**config.mk**
```make
export PLATFORM = sky130hd
export DESIGN_NAME = afl_link
export DESIGN_NICKNAME = d
export VERILOG_FILES = /design/src/core/afl_pkg.sv /design/src/core/afl_link.sv
export SDC_FILE = /design/constraint.sdc
export NUM_CORES = 1
export LEC_CHECK = 0
export ABC_CLOCK_PERIOD_IN_PS = 4100
export CAP_MARGIN = 20
export CORE_MARGIN = 4
export CORE_UTILIZATION = 30
export CTS_CLUSTER_DIAMETER = 40
export CTS_CLUSTER_SIZE = 10
export DETAILED_ROUTE_END_ITERATION = 10
export DONT_BUFFER_PORTS = 1
export PLACE_DENSITY_LB_ADDON = 0.05
export SETUP_SLACK_MARGIN = 0.02
export SKIP_CTS_REPAIR_TIMING = 1
export SLEW_MARGIN = 20
export SYNTH_ARGS = -nofsm -noshare
export SYNTH_HDL_FRONTEND = slang
export SYNTH_SLANG_ARGS = --single-unit
```
**constraint.sdc**
```tcl
create_clock -name clock -period 4.1 [get_ports clock]
set_input_delay 0.82 -clock clock [delete_from_list [all_inputs] [get_ports clock]]
set_output_delay 0.82 -clock clock [all_outputs]
set_load 0.01 [all_outputs]
```
**src/core/afl_pkg.sv**
```systemverilog
// Constants, register layouts and state types of the front-end link block.
// Assumes a 32-bit AHB-Lite register bus and a single 50 MHz system clock.
`default_nettype none
package afl_pkg;

   // Register byte addresses on the bus
   localparam logic [7:0] ADDR_MAIN = 8'h00;   // Main configuration
   localparam logic [7:0] ADDR_CTL  = 8'h04;   // Front-end control
   localparam logic [7:0] ADDR_ADR  = 8'h08;   // Front-end address
   localparam logic [7:0] ADDR_STAT = 8'h0C;   // Front-end status
   localparam logic [7:0] ADDR_IRQ  = 8'h10;   // Interrupt status
   localparam logic [7:0] ADDR_MASK = 8'h14;   // Interrupt mask
   localparam logic [7:0] ADDR_RXD  = 8'h18;   // Last decimated sample

   // Main configuration bit positions
   localparam int MAIN_ROLE_BIT = 0;          // 1: central office unit
   localparam int MAIN_ACT_BIT  = 1;          // Write 1: activation request

   // Serial control word shape
   localparam int FRAME_BITS = 16;            // Bits per transaction
   localparam int ADDR_BITS  = 7;             // Front-end register number
   localparam int DATA_BITS  = 8;             // Data byte
   localparam logic RW_READ  = 1'b1;          // Direction bit for a read
   localparam logic [3:0] LAST_BIT = 4'hF;    // Index of final bit period

   // Front-end register numbers and values used by the sequencer
   localparam logic [6:0] FE_SPEC_REG = 7'h01; // Spectrum select register
   localparam logic [6:0] FE_GAIN_REG = 7'h02; // Receive gain register
   localparam logic [7:0] SPEC_DN_VAL = 8'h01; // Downstream filter
   localparam logic [7:0] SPEC_UP_VAL = 8'h00; // Upstream filter

   // Gain: eight codes, +3 dB down to -18 dB in 3 dB steps
   localparam int GAIN_CODES = 8;
   localparam int GAIN_W     = $clog2(GAIN_CODES);

   // Interrupt bits
   localparam int IRQ_XFER = 0;               // Serial transfer done
   localparam int IRQ_ACT  = 1;               // Activation done
   localparam int IRQ_W    = 2;

   // Link bus widths
   localparam int DAC_W = 4;
   localparam int ADC_W = 6;
   localparam int ACC_W = 16;                 // Decimator accumulator

   // Front-end control register layout
   typedef struct packed {
      logic [GAIN_W-1:0]    gain;             // Receive gain code
      logic                 spec_dn;          // 1: downstream spectrum
      logic [DATA_BITS-1:0] wdata;            // Data for software writes
   } afl_ctl_t;
   localparam int CTL_W = $bits(afl_ctl_t);

   // Front-end address register layout
   typedef struct packed {
      logic                 rd;               // Direction, 1 = read
      logic [ADDR_BITS-1:0] addr;             // Front-end register number
   } afl_adr_t;
   localparam int ADR_W = $bits(afl_adr_t);

   // Front-end status register layout
   typedef struct packed {
      logic                 done;             // Last transfer complete
      logic                 busy;             // Transfer in progress
      logic [DATA_BITS-1:0] rdata;            // Data of last read
   } afl_stat_t;

   // Serial engine states
   typedef enum logic [2:0] {
      SER_IDLE  = 3'b001,
      SER_ARM   = 3'b010,
      SER_SHIFT = 3'b100
   } afl_ser_t;

   // Activation sequencer states
   typedef enum logic [1:0] {
      ACT_IDLE = 2'b01,
      ACT_RUN  = 2'b10
   } afl_act_t;

   // Whole state of the block
   typedef struct packed {
      logic                  ref_s1, ref_s2, ref_s3;
      logic                  in_s1, in_s2;
      logic [ADC_W-1:0]      adc_s1, adc_s2;
      logic [DAC_W-1:0]      dac;
      logic [ACC_W-1:0]      acc, rxd;
      logic [7:0]            dec_cnt;
      logic                  rx_valid;
      logic                  co_role;
      afl_ctl_t              ctl;
      afl_adr_t              adr;
      logic [DATA_BITS-1:0]  rdata;
      logic                  done;
      logic                  spec_pend, gain_pend, sw_pend;
      afl_ser_t              ser;
      logic [FRAME_BITS-1:0] sh;
      logic [3:0]            cnt;
      logic                  cur_rd;
      logic                  sel_n, sdo;
      afl_act_t              act;
      logic [IRQ_W-1:0]      irq_st, irq_mask;
      logic                  ph_wr;
      logic [7:0]            ph_addr;
      logic [31:0]           hrdata;
   } afl_state_t;

endpackage
`default_nettype wire

```
**src/core/afl_link.sv**
```systemverilog
// Front-end control and data link: sample buses, serial control channel,
// activation sequencer and AHB-Lite register slave.
// Assumes the reference clock pin is slower than half the system clock.
// Functional notes
// - Four-bit transmit bus, moved on reference rise
// - Six-bit receive bus, decimated before echo canceller
// - Select driven low to open each transaction
// - Sixteen bits per transaction, stepped by reference
// - MSB first: address seven, then data eight
// - Direction bit leads on serial output
// - Writes go out, reads come back in
// - Direction and register from address register
// - Front end reached only through three registers
// - Spectrum selection sends configuration word
// - Central office downstream, remote upstream
// - Eight gain codes, plus three to minus eighteen
// - Activation request runs setup without host
// - Role chosen in main configuration register
// - Front end only answers, never initiates
//
// Our own choices: the register offsets and the AHB-Lite slave port.
`timescale 1ns/1ns
`default_nettype none
module afl_link #(
   parameter int DEC_LEN = 16                 // Samples per decimated word
) (
   input  wire logic                        clock,
   input  wire logic                        rst,
   input  wire logic                        hsel,
   input  wire logic [31:0]                 haddr,
   input  wire logic [1:0]                  htrans,
   input  wire logic                        hwrite,
   input  wire logic [2:0]                  hsize,
   input  wire logic [31:0]                 hwdata,
   input  wire logic                        hready,
   output logic                             hreadyout,
   output logic                             hresp,
   output logic [31:0]                      hrdata,
   input  wire logic                        shared_ref_clock,
   input  wire logic [afl_pkg::DAC_W-1:0]   dac_in,
   output logic [afl_pkg::DAC_W-1:0]        dac_out,
   input  wire logic [afl_pkg::ADC_W-1:0]   adc_in,
   output logic [afl_pkg::ACC_W-1:0]        rx_word,
   output logic                             rx_valid,
   output logic                             front_end_select_n,
   output logic                             serial_ctl_out,
   input  wire logic                        serial_ctl_in,
   output logic                             irq
);

   afl_pkg::afl_state_t q;                    // Registered state
   afl_pkg::afl_state_t s;                    // Next state

   logic                 ref_rise;           // Reference clock rose
   logic                 take;               // Engine accepts a request
   logic                 act_req;            // Activation written
   logic                 aphase;             // Bus address phase taken
   afl_pkg::afl_stat_t   stat;               // Status register view

   // Edge of the synchronised reference clock
   assign ref_rise = q.ref_s2 & ~q.ref_s3;
   // Engine starts whenever idle with work queued
   assign take = (q.ser == afl_pkg::SER_IDLE) &&
                 (q.spec_pend | q.gain_pend | q.sw_pend);
   // Activation bit in a main register write
   assign act_req = q.ph_wr && (q.ph_addr == afl_pkg::ADDR_MAIN) &&
                    hwdata[afl_pkg::MAIN_ACT_BIT];
   // AHB-Lite transfer accepted in this cycle
   assign aphase = hsel & hready & htrans[1];
   // Status view of the serial engine
   assign stat = '{done:  q.done,
                   busy:  (q.ser != afl_pkg::SER_IDLE),
                   rdata: q.rdata};

   // Zero-wait slave, always OKAY; hsize ignored, whole words only
   assign hreadyout = 1'b1;
   assign hresp     = 1'b0;
   assign hrdata    = q.hrdata;
   assign dac_out   = q.dac;
   assign rx_word   = q.rxd;
   assign rx_valid  = q.rx_valid;
   assign front_end_select_n = q.sel_n;
   assign serial_ctl_out     = q.sdo;
   // Level interrupt from unmasked sticky bits
   assign irq = |(q.irq_st & q.irq_mask);

   // Next-state logic of the whole block
   always_comb begin
      logic [afl_pkg::IRQ_W-1:0] irq_set;      // Events this cycle
      logic [afl_pkg::IRQ_W-1:0] irq_clr;      // Cleared by read
      logic                      spec_set;     // Queue spectrum word
      logic                      gain_set;     // Queue gain word
      logic                      sw_set;       // Queue software word
      logic                      spec_tk;      // Spectrum word taken
      logic                      gain_tk;      // Gain word taken
      logic                      sw_tk;        // Software word taken
      logic [afl_pkg::FRAME_BITS-1:0] frame;   // Word to send
      afl_pkg::afl_ctl_t         newc;         // Written control value
      irq_set  = '0;
      irq_clr  = '0;
      spec_set = 1'b0;
      gain_set = 1'b0;
      sw_set   = 1'b0;
      spec_tk  = 1'b0;
      gain_tk  = 1'b0;
      sw_tk    = 1'b0;
      frame    = '0;
      newc     = q.ctl;
      s        = q;
      s.rx_valid = 1'b0;

      // Two-flop synchronisers on all pins from the front end
      s.ref_s1 = shared_ref_clock;
      s.ref_s2 = q.ref_s1;
      s.ref_s3 = q.ref_s2;
      s.in_s1  = serial_ctl_in;
      s.in_s2  = q.in_s1;
      s.adc_s1 = adc_in;
      s.adc_s2 = q.adc_s1;

      // Transmit word handed over on reference rise
      if (ref_rise) begin
         s.dac = dac_in;
      end

      // Decimator: sum DEC_LEN receive samples into one word
      if (ref_rise) begin
         if (q.dec_cnt == 8'(DEC_LEN - 1)) begin
            s.rxd      = q.acc + afl_pkg::ACC_W'(q.adc_s2);
            s.acc      = '0;
            s.dec_cnt  = '0;
            s.rx_valid = 1'b1;
         end else begin
            s.acc     = q.acc + afl_pkg::ACC_W'(q.adc_s2);
            s.dec_cnt = q.dec_cnt + 8'h01;
         end
      end

      // Bus address phase: latch control, build read data
      s.ph_wr   = aphase & hwrite;
      s.ph_addr = haddr[7:0];
      if (aphase && !hwrite) begin
         s.hrdata = '0;
         unique case (haddr[7:0])
            afl_pkg::ADDR_MAIN:
               s.hrdata[afl_pkg::MAIN_ROLE_BIT] = q.co_role;
            afl_pkg::ADDR_CTL:
               s.hrdata[afl_pkg::CTL_W-1:0] = q.ctl;
            afl_pkg::ADDR_ADR:
               s.hrdata[afl_pkg::ADR_W-1:0] = q.adr;
            afl_pkg::ADDR_STAT:
               s.hrdata[$bits(stat)-1:0] = stat;
            afl_pkg::ADDR_IRQ: begin
               s.hrdata[afl_pkg::IRQ_W-1:0] = q.irq_st;
               irq_clr = '1;                              // Read clears
            end
            afl_pkg::ADDR_MASK:
               s.hrdata[afl_pkg::IRQ_W-1:0] = q.irq_mask;
            afl_pkg::ADDR_RXD:
               s.hrdata[afl_pkg::ACC_W-1:0] = q.rxd;
            default:
               s.hrdata = '0;                             // Unmapped
         endcase
      end

      // Bus data phase: apply writes
      if (q.ph_wr) begin
         unique case (q.ph_addr)
            afl_pkg::ADDR_MAIN:
               s.co_role = hwdata[afl_pkg::MAIN_ROLE_BIT];
            afl_pkg::ADDR_CTL: begin
               newc     = afl_pkg::afl_ctl_t'(hwdata[afl_pkg::CTL_W-1:0]);
               spec_set = newc.spec_dn != q.ctl.spec_dn;
               gain_set = newc.gain != q.ctl.gain;
               s.ctl    = newc;
            end
            afl_pkg::ADDR_ADR: begin
               s.adr  = afl_pkg::afl_adr_t'(hwdata[afl_pkg::ADR_W-1:0]);
               sw_set = 1'b1;
            end
            afl_pkg::ADDR_MASK:
               s.irq_mask = hwdata[afl_pkg::IRQ_W-1:0];
            default: ;                                    // Ignored
         endcase
      end

      // Activation sequencer
      unique case (q.act)
         afl_pkg::ACT_IDLE: begin
            if (act_req) begin
               // Role picks the spectrum, then gain follows
               s.ctl.spec_dn = s.co_role;
               spec_set      = 1'b1;
               gain_set      = 1'b1;
               s.act         = afl_pkg::ACT_RUN;
            end
         end
         afl_pkg::ACT_RUN: begin
            // Finished once both words are out and the engine rests
            if (!q.spec_pend && !q.gain_pend && !take &&
                q.ser == afl_pkg::SER_IDLE) begin
               irq_set[afl_pkg::IRQ_ACT] = 1'b1;
               s.act = afl_pkg::ACT_IDLE;
            end
         end
      endcase

      // Request selection: spectrum, then gain, then software
      if (q.spec_pend) begin
         spec_tk = take;
         frame   = {~afl_pkg::RW_READ, afl_pkg::FE_SPEC_REG,
                    q.ctl.spec_dn ? afl_pkg::SPEC_DN_VAL
                                  : afl_pkg::SPEC_UP_VAL};
      end else if (q.gain_pend) begin
         gain_tk = take;
         frame   = {~afl_pkg::RW_READ, afl_pkg::FE_GAIN_REG,
                    (afl_pkg::DATA_BITS - afl_pkg::GAIN_W)'(0),
                    q.ctl.gain};
      end else begin
         sw_tk = take;
         frame = {q.adr.rd, q.adr.addr, q.ctl.wdata};
      end

      // Serial control engine
      unique case (q.ser)
         afl_pkg::SER_IDLE: begin
            if (take) begin
               s.sh     = frame;
               s.cur_rd = sw_tk && (q.adr.rd == afl_pkg::RW_READ);
               s.done   = 1'b0;
               s.ser    = afl_pkg::SER_ARM;
            end
         end
         afl_pkg::SER_ARM: begin
            // Open the frame on a reference rise
            if (ref_rise) begin
               s.sel_n = 1'b0;
               s.sdo   = q.sh[afl_pkg::FRAME_BITS-1];
               s.cnt   = '0;
               s.ser   = afl_pkg::SER_SHIFT;
            end
         end
         afl_pkg::SER_SHIFT: begin
            if (ref_rise) begin
               // Sample input at the end of each bit period
               s.sh = {q.sh[afl_pkg::FRAME_BITS-2:0], q.in_s2};
               if (q.cnt == afl_pkg::LAST_BIT) begin
                  s.sel_n = 1'b1;
                  s.sdo   = 1'b0;
                  s.done  = 1'b1;
                  irq_set[afl_pkg::IRQ_XFER] = 1'b1;
                  if (q.cur_rd) begin
                     s.rdata = {q.sh[afl_pkg::DATA_BITS-2:0],
                                q.in_s2};
                  end
                  s.ser = afl_pkg::SER_IDLE;
               end else begin
                  s.cnt = q.cnt + 4'h1;
                  s.sdo = q.sh[afl_pkg::FRAME_BITS-2];
               end
            end
         end
      endcase

      // Queues and sticky bits: a new event beats its clear
      s.spec_pend = spec_set | (q.spec_pend & ~spec_tk);
      s.gain_pend = gain_set | (q.gain_pend & ~gain_tk);
      s.sw_pend   = sw_set | (q.sw_pend & ~sw_tk);
      s.irq_st    = irq_set | (q.irq_st & ~irq_clr);
   end

   // State register with synchronous reset
   always_ff @(posedge clock) begin
      if (rst) begin
         q       <= '0;
         q.ser   <= afl_pkg::SER_IDLE;
         q.act   <= afl_pkg::ACT_IDLE;
         q.sel_n <= 1'b1;
      end else begin
         q <= s;
      end
   end
endmodule
`default_nettype wire

```
======== Yosys cells after proc, flatten, opt, wreduce, memory -nomap -nowiden ========
Cells that the tools add are included.
operators by class
  $add $sub $neg .......................... 3
  multipliers ............................. 0
  divide/modulo/power cells ............... 0
  $lt $le $gt $ge ......................... 0
  equality and inequality tests ........... 26
  shift operators ......................... 0
  multiplexer cells ....................... 61
  bitwise gates (word level) .............. 21
  reduce and logical (&&, ||, !) cells .... 31
operators with widths
  kind                 count
  $mux 16              3
  $eq 8x4->1 const B   4
  $eq 8x5->1 const B   4
  $pmux 16 s2          1
  $mux 1               30
  $pmux 6 s4           1
  $mux 23              1
  $mux 21              1
  $reduce_and 4->1     5
  $mux 19              1
  $add 16x6->16        1
  $eq 8x3->1 const B   2
  $logic_not 8->1      2
  $mux 8               2
  $ne 2x2->1 const B   7
  $mux 12              1
  $mux 2               6
  $mux 4               3
  $pmux 2 s2           3
  $reduce_and 2->1     6
  $pmux 3 s3           1
  $add 8x1->8 const B  1
  $logic_and 1x1->1    8
  $pmux 4 s2           1
  25 further kinds     47
word-level totals
  register bits ........................... 152
  bits in latches ......................... 0
  bits in writable memories ............... 0
  ROM bits ................................ 0
  bits of input ports ..................... 86
  output and inout bits ................... 58
  logic and storage cells ................. 177
  memories ................................ 0

======== Logic depth before layout (Yosys ltp) ========
Gate-level depths: netlist of the first run.
  depth in word-level cells ............... 9
  depth in mapped cells ................... 8
  depth with buffers taken out ............ 8

======== Worst setup path before layout of the first run ========
No wires, ideal clock.
  path kind ............................... input to register
  start point ............................. input port haddr[2]
  end point ............................... register q (netlist bit hrdata[6])
  setup time .............................. 70 ps
  arrival ................................. 2068 ps
  path slack .............................. 1961 ps
  stages on the path ...................... 6
  buffers on the path ..................... 2
  cell sequence ........................... clkbuf_1 -> clkbuf_1 -> o21ai_0 -> nor3_1 -> o21ai_0 -> a21oi_1
on the way
  word-level cells in the longest chain between the ends .. 2
RTL lines
  what                                      RTL line         source
  start, declared                           afl_link.sv:30   input wire logic [31:0] haddr,
  $eq 8x5->1, or another cell as far along  afl_link.sv:144  unique case (haddr[7:0])
  $pmux 6 s4 (*)                            afl_link.sv:144
  end signal, assigned                      afl_link.sv:280  q <= s;
  end, declared                             afl_link.sv:51   afl_pkg::afl_state_t q;
Mark *: on every way between the ends. The rest lies on a longest branch, timed or not.
A chain may end at the register's enable or synchronous reset.

======== Worst setup path in the final report of the first run ========
  start point ............................. register q[131] (netlist name)
  end point ............................... register q (netlist bit rx_word[14])
on the way
  word-level cells in the longest chain between the ends .. 1
RTL lines
  what           RTL line         source
  $add 16x6->16  afl_link.sv:129  s.rxd = q.acc + afl_pkg::ACC_W'(q.adc_s2);
No other way between the ends.

==> results of run 1 <==
[worst register-to-register path: stages, from the launching register on]
cell and delay, ns:
dfxtp_1 0.34, ha_1 0.21, inv_1 0.07, fa_1 0.40, nor2b_1 0.21, o31ai_1 0.17
a2111oi_1 0.67, nor3_1 0.10, nor4_1 0.26
[cells by family after synthesis]
family                   count (synthesis)
buffers and inverters                  109
multiplexers                            42
other                                    2
AND/OR/NAND/NOR                        324
flip-flops                             152
adder cells (fa/ha/maj)                  9
AO/OA/AOI/OAI                          162
XOR/XNOR                                23
[how the worst min path moves through the flow]
stage	start	cells after the start	slack [ns]	endpoint
global placement	q[160]	1	0.43	q[154]
global route	rst	1	0.45	rx_valid
floorplan	q[157]	1	0.41	q[151]
CTS	q[161]	1	0.44	q[155]
detailed placement	q[161]	1	0.43	q[155]
finish	q[161]	1	0.43	q[155]
[power breakdown]
group / internal (mW) / switching [mW]
logic: 0.144 / 0.248
registers: 1.54 / 0.0467
clock network: 0.950 / 0.644
total: 2.64 / 0.938
[cell usage after synthesis (15+ instances only)]
library cell / count / area share
a211oi_1: 16 / 0.017
a21oi_1: 49 / 0.034
a22oi_1: 16 / 0.017
buf_4: 54 / 0.057
clkbuf_1: 34 / 0.018
dfxtp_1: 152 / 0.43
mux2i_1: 40 / 0.056
nand2_1: 67 / 0.035
nand3_1: 43 / 0.030
nor2_1: 106 / 0.056
nor2b_1: 30 / 0.026
nor3_1: 24 / 0.017
o21ai_0: 20 / 0.014
xor2_1: 15 / 0.018
[cell type report]
cell class / instances / area, um^2
Clock buffer: 18 / 429
Clock inverter: 13 / 156
Fill cell: 2505 / 15800
Inverter: 8 / 30.0
Multi-Input combinational cell: 578 / 3510
Sequential cell: 152 / 3040
Tap cell: 319 / 399
Timing Repair Buffer: 9 / 67.6
[sequential cells by signal, indices dropped and copies added, names as in the netlist]
| name | cells |
|---|---|
| q | 113 |
| hrdata | 16 |
| rx_word | 16 |
| dac_out | 4 |
| front_end_select_n | 1 |
| rx_valid | 1 |
| serial_ctl_out | 1 |
[metal layers]
layer | routed length, um | global-route usage | up-vias
li1 | - | - | 2725
met1 | 8770 | 0.191 | 2648
met2 | 9790 | 0.265 | 102
met3 | 1210 | 0.0444 | 13
met4 | 189 | 0.0423 | 0
met5 | 0 | 0 | -
[layout by cell type, fill, tap and decap left out, types with 8 or more instances in the layout]
| cell | n |
|---|---|
| a21oi_1 | 48 |
| nor2b_1 | 30 |
| dfxtp_1 | 152 |
| buf_4 | 9 |
| nor3_1 | 23 |
| nand3_1 | 43 |
| o21ai_0 | 20 |
| clkbuf_16 | 17 |
| conb_1 | 18 |
| xnor2_1 | 8 |
| nor2_1 | 106 |
| a311oi_1 | 14 |
| a22oi_1 | 16 |
| xor2_1 | 15 |
| a211oi_1 | 16 |
| ha_1 | 8 |
| nand2_1 | 67 |
| a31oi_1 | 10 |
| mux2i_1 | 40 |
| inv_1 | 8 |
==> reports/qor.yml, run 1 <==
status: "finished clean"
cts_tree: "yes"
synthArstFlopShare: 0
power_mw: 3.58
cp-end-kind: "flop"
ys.flop_type: "dfxtp_1"
r2r_slack_ns: 1.59
cts-root-buf: "clkbuf_16"
final_core_util: 0.326
worstMarginPinSlew_ns: 0.916
row_count: 56
required_ns: 4.43
insertion_delay_ns: 0.42
drcViolationCount: 0
synthAdderAreaFrac: 0.0169
ys_ff_latch: 152
die_w_um: 162
drive_above_1_share: 0.0694
slowest_stage: "a2111oi_1"
io_buffers: 0
crit_fanout: 4
coreArea_um2: 23400
synth_top_family_by_area: "simple AND/OR/NAND/NOR gates"
fin_crit_sh: 0.613
totalNegativeSetupSlack_ns: 0
p_per_area_nw_per_um2: 468
route.detailed.wl_per_inst_um: 18.2
antenna_cells: 0
clkTransAtPathRegs_ns: 0.07
p_leak_nw: 2.73
drtIter0Drc: 323
maxSlewHeadroom: 0.387
fin_ws_ns: 1.59
timing.critical_path.from: "q[131]"
syn_area_um2: 7110
fin_area_um2: 7640
vias: 5488
syn-mean-instance-area_um2: 8.64
vdd_drop_max_mv: 0.198
synth.area.mux_share: 0.0611
seq_area_frac_synth: 0.428
grt_pass1_vias: 5562
fin_crit_ns: 2.51
grt_max_degree: 139
start_util: 0.304
reg2reg_depth: 8
start_kind: "flop"
critical_path_buf_inv_count: 1
cp.arrival_ns: 2.85
gr-usage-all-layers: 0.155
die_area_um2: 26200
ant_nets: 0
placedCellCount: 1066
cts_buffers: 17
gp_routability_congestion: 0.827
die_h_um: 162
endpoint: "rx_word[14]"
worst-path-stages: 8
skew_ns: 0.00852
max_freq_mhz: 398
viasPerCell: 5.00
post_dp_cell_area_um2: 7050
nets: 861
max_stage_delay_ns: 0.67
grt_overflow: 0
rsz0062_at_grt: "false"
cts_sinks: 152
crit_family: "compound AO/OA/AOI/OAI gates"
wl_um: 20000
timing.hold.ws_ns: 0.432
final_hold_viol_count: 0
worstReg2RegEnd: "rx_word[14]"
ios: 144
synth-compound-area-share: 0.151
crit_type: "reg -> reg"
setup_viol: 0
pre_cts_slack_ns: 1.43
path_cells: "ha_1 -> inv_1 -> fa_1 -> nor2b_1 -> o31ai_1 -> a2111oi_1 -> nor3_1 -> nor4_1"
cts.path.max_buffers: 2
layout.cells.non_filler: 1097
maxCapViolations: 0
synth_xor_area_frac: 0.0283
yosys_warnings: 0
syn_inst: 823
hpwl_um: 14000
first_pass_iters: 4
antenna_found_initial: 0
synthSimpleGateAreaFrac: 0.225
drv_slew: 0
syn_to_final_growth_pct: 7.39
ys_types: 68
synth_edf_count: 0
grt_pass1_wl_um: 31900
reg2reg_from: "q[131]"
htreeDepth: 4
hp-class: "reg -> reg"
Note: power is estimated with default switching activity, not from simulation.
==> run 2, diff against run 1 <==
--- a/config.mk
+++ b/config.mk
@@ -5,7 +5,8 @@
 export SDC_FILE = /design/constraint.sdc
 export NUM_CORES = 1
 export LEC_CHECK = 0
-export ABC_CLOCK_PERIOD_IN_PS = 4100
+export ABC_AREA = 1
+export ABC_CLOCK_PERIOD_IN_PS = 2100
 export CAP_MARGIN = 20
 export CORE_MARGIN = 4
 export CORE_UTILIZATION = 30
==> constraint.sdc (replaced) <==
create_clock -name clock -period 2.1 [get_ports clock]
set_input_delay 0.42 -clock clock [delete_from_list [all_inputs] [get_ports clock]]
set_output_delay 0.42 -clock clock [all_outputs]
set_load 0.01 [all_outputs]
==> reports/qor.yml, run 2 <==
p_per_area_nw_per_um2: 873
netSwitchingFraction: 0.229
antenna_cells: 0
die_h_um: 162
ys.flop_type: "dfxtp_1"
placedCellCount: 1259
crit_fanout: 5
grt_pass1_vias: 5636
rsz0062_at_grt: "false"
ant_nets: 0
totalNegativeSetupSlack_ns: 0
wl_um: 19400
status: "finished clean"
antenna_found_initial: 0
syn-mean-instance-area_um2: 7.15
seq_area_frac_synth: 0.428
cts_sinks: 152
maxSlewHeadroom: 0.646
largest_reg_flops: 113
fill_cells: 2604
critical_path_buf_inv_count: 2
cp-end-kind: "flop"
intPower_mw: 5.26
drtIter0Drc: 267
crit_family: "adder cells"
power.net_switching_mw: 1.56
max_stage_delay_ns: 0.41
multi_input_area_um2: 3080
syn_inst: 994
synth_top_cells_by_count: "nand2_1 (192), dfxtp_1 (152), inv_1 (115), nor2_1 (107), a21oi_1 (82)"
final_common_cell: "nand2_1"
hpwl_um: 14100
skew_ns: 0.0140
seq_power_share: 0.443
ys_ff_latch: 152
htreeDepth: 4
seqCellArea_um2: 3040
layout_common_cells: "nand2_1 (192), dfxtp_1 (152), inv_1 (115)"
crit_type: "reg -> reg"
cts-root-buf: "clkbuf_16"
gr-usage-all-layers: 0.153
layout.cells.non_filler: 1291
synth_edf_count: 0
maxCapViolations: 0
syn_to_final_growth_pct: 9.82
cts_buffers: 17
power_mw: 6.82
drive_above_1_share: 0.0751
clockPowerShare: 0.497
vdd_drop_max_mv: 0.346
grt_pass1_wl_um: 31500
timing.hold.ws_ns: 0.0726
grt_max_degree: 68
p_leak_nw: 3.20
regMostFlops: "q"
coreArea_um2: 23400
combPwrFrac: 0.060
grt_overflow: 0
fin_crit_ns: 1.81
worstMarginPinSlew_ns: 0.525
start_kind: "flop"
final_core_util: 0.334
ios: 144
clkTransAtPathRegs_ns: 0.06
synthArstFlopShare: 0
start_util: 0.304
row_count: 56
slowest_stage: "fa_1"
synth_most_common_cell: "nand2_1"
nets: 1054
synth_area_leaders: "dfxtp_1 (43%), nand2_1 (10%), buf_4 (6.1%), inv_1 (6.1%), a21oi_1 (5.8%)"
setup_viol: 0
insertion_delay_ns: 0.42
synth_top_area_cell: "dfxtp_1"
syn_area_um2: 7110
first_pass_iters: 5
hp-class: "in -> reg"
drv_slew: 0
die_w_um: 162
drcViolationCount: 0
fin_crit_sh: 0.862
io_buffers: 0
synth_top_area_frac: 0.428
cts_tree: "yes"
final_hold_viol_count: 0
viasPerCell: 4.48
gp_routability_congestion: 0.761
max_freq_mhz: 553
path_cells: "ha_1 -> inv_1 -> fa_1 -> inv_1 -> nand2_1 -> nand3_1 -> nand3_1 -> nand3_1 -> o21ai_0"
vias: 5782
yosys_warnings: 0
cpMostUsedCell: "nand3_1"
die_area_um2: 26200
cp.arrival_ns: 2.10
route.detailed.wl_per_inst_um: 15.0
ys_types: 42
required_ns: 2.39
cts.path.max_buffers: 2
[run 2: cell types whose count changed after synthesis, moves of 12 or more]
cell      before  now
nor2b_1       30    0
a211oi_1      16    1
clkbuf_1      34   17
nand3_1       43   73
a311oi_1      14    0
a22oi_1       16    0
mux2i_1       40    0
inv_1          8  115
xor2_1        15    3
a21oi_1       49   82
nand2_1       67  192
nor3_1        24    9
o21ai_0       20   79
o21ai_1        1   17
[run 2: path summary, 6_finish.rpt]
check | from | end | slack, ns | cells past startpoint
worst max-delay path | q[131] | rx_word[10] | 0.29 | 9
worst min register to register | q[167] | q[166] | 0.40 | 2
worst max register to register | q[131] | rx_word[10] | 0.29 | 9
worst min-delay path | rst | q[37] | 0.07 | 1
[run 2: per-layer routing]
| metal | part of all wire | up-vias | wire, um | global-route usage |
|---|---|---|---|---|
| li1 | - | 3051 | - | - |
| met1 | 0.49 | 2604 | 9500 | 0.208 |
| met2 | 0.44 | 116 | 8540 | 0.240 |
| met3 | 0.060 | 11 | 1160 | 0.0472 |
| met4 | 0.0089 | 0 | 172 | 0.0346 |
| met5 | 0 | - | 0 | 0 |
[run 2: stage by stage]
step	instance area (um^2)	setup WS (ns)
floorplan	7170	0.482
global placement	7160	0.288
detailed placement	7160	0.253
CTS	7800	0.280
global route	7810	0.0818
finish	7810	0.290
[run 2: power groups by stage]
stage          Combinational [mW]  Clock (mW)  Sequential, mW
2_1_floorplan               0.360           0            3.07
3_3_place_gp                0.411           0            3.09
3_5_place_dp                0.413           0            3.09
4_1_cts                     0.413        3.50            3.02
5_1_grt                     0.471        3.60            3.03
6_report                    0.406        3.39            3.02
[run 2: cells by family after synthesis]
| group | count (synthesis) | synth area share |
|---|---|---|
| AND/OR/NAND/NOR | 411 | 0.251 |
| adder cells (fa/ha/maj) | 9 | 0.0169 |
| other | 2 | 0.00106 |
| flip-flops | 152 | 0.428 |
| buffers and inverters | 214 | 0.148 |
| XOR/XNOR | 8 | 0.00985 |
| AO/OA/AOI/OAI | 198 | 0.146 |
[run 2: layout make-up]
type | count | share of cell area
Tap cell | 319 | 0.0511
Clock buffer | 20 | 0.0572
Multi-Input combinational cell | 644 | 0.395
Inverter | 124 | 0.0596
Sequential cell | 152 | 0.390
Timing Repair Buffer | 20 | 0.0224
Clock inverter | 12 | 0.0253
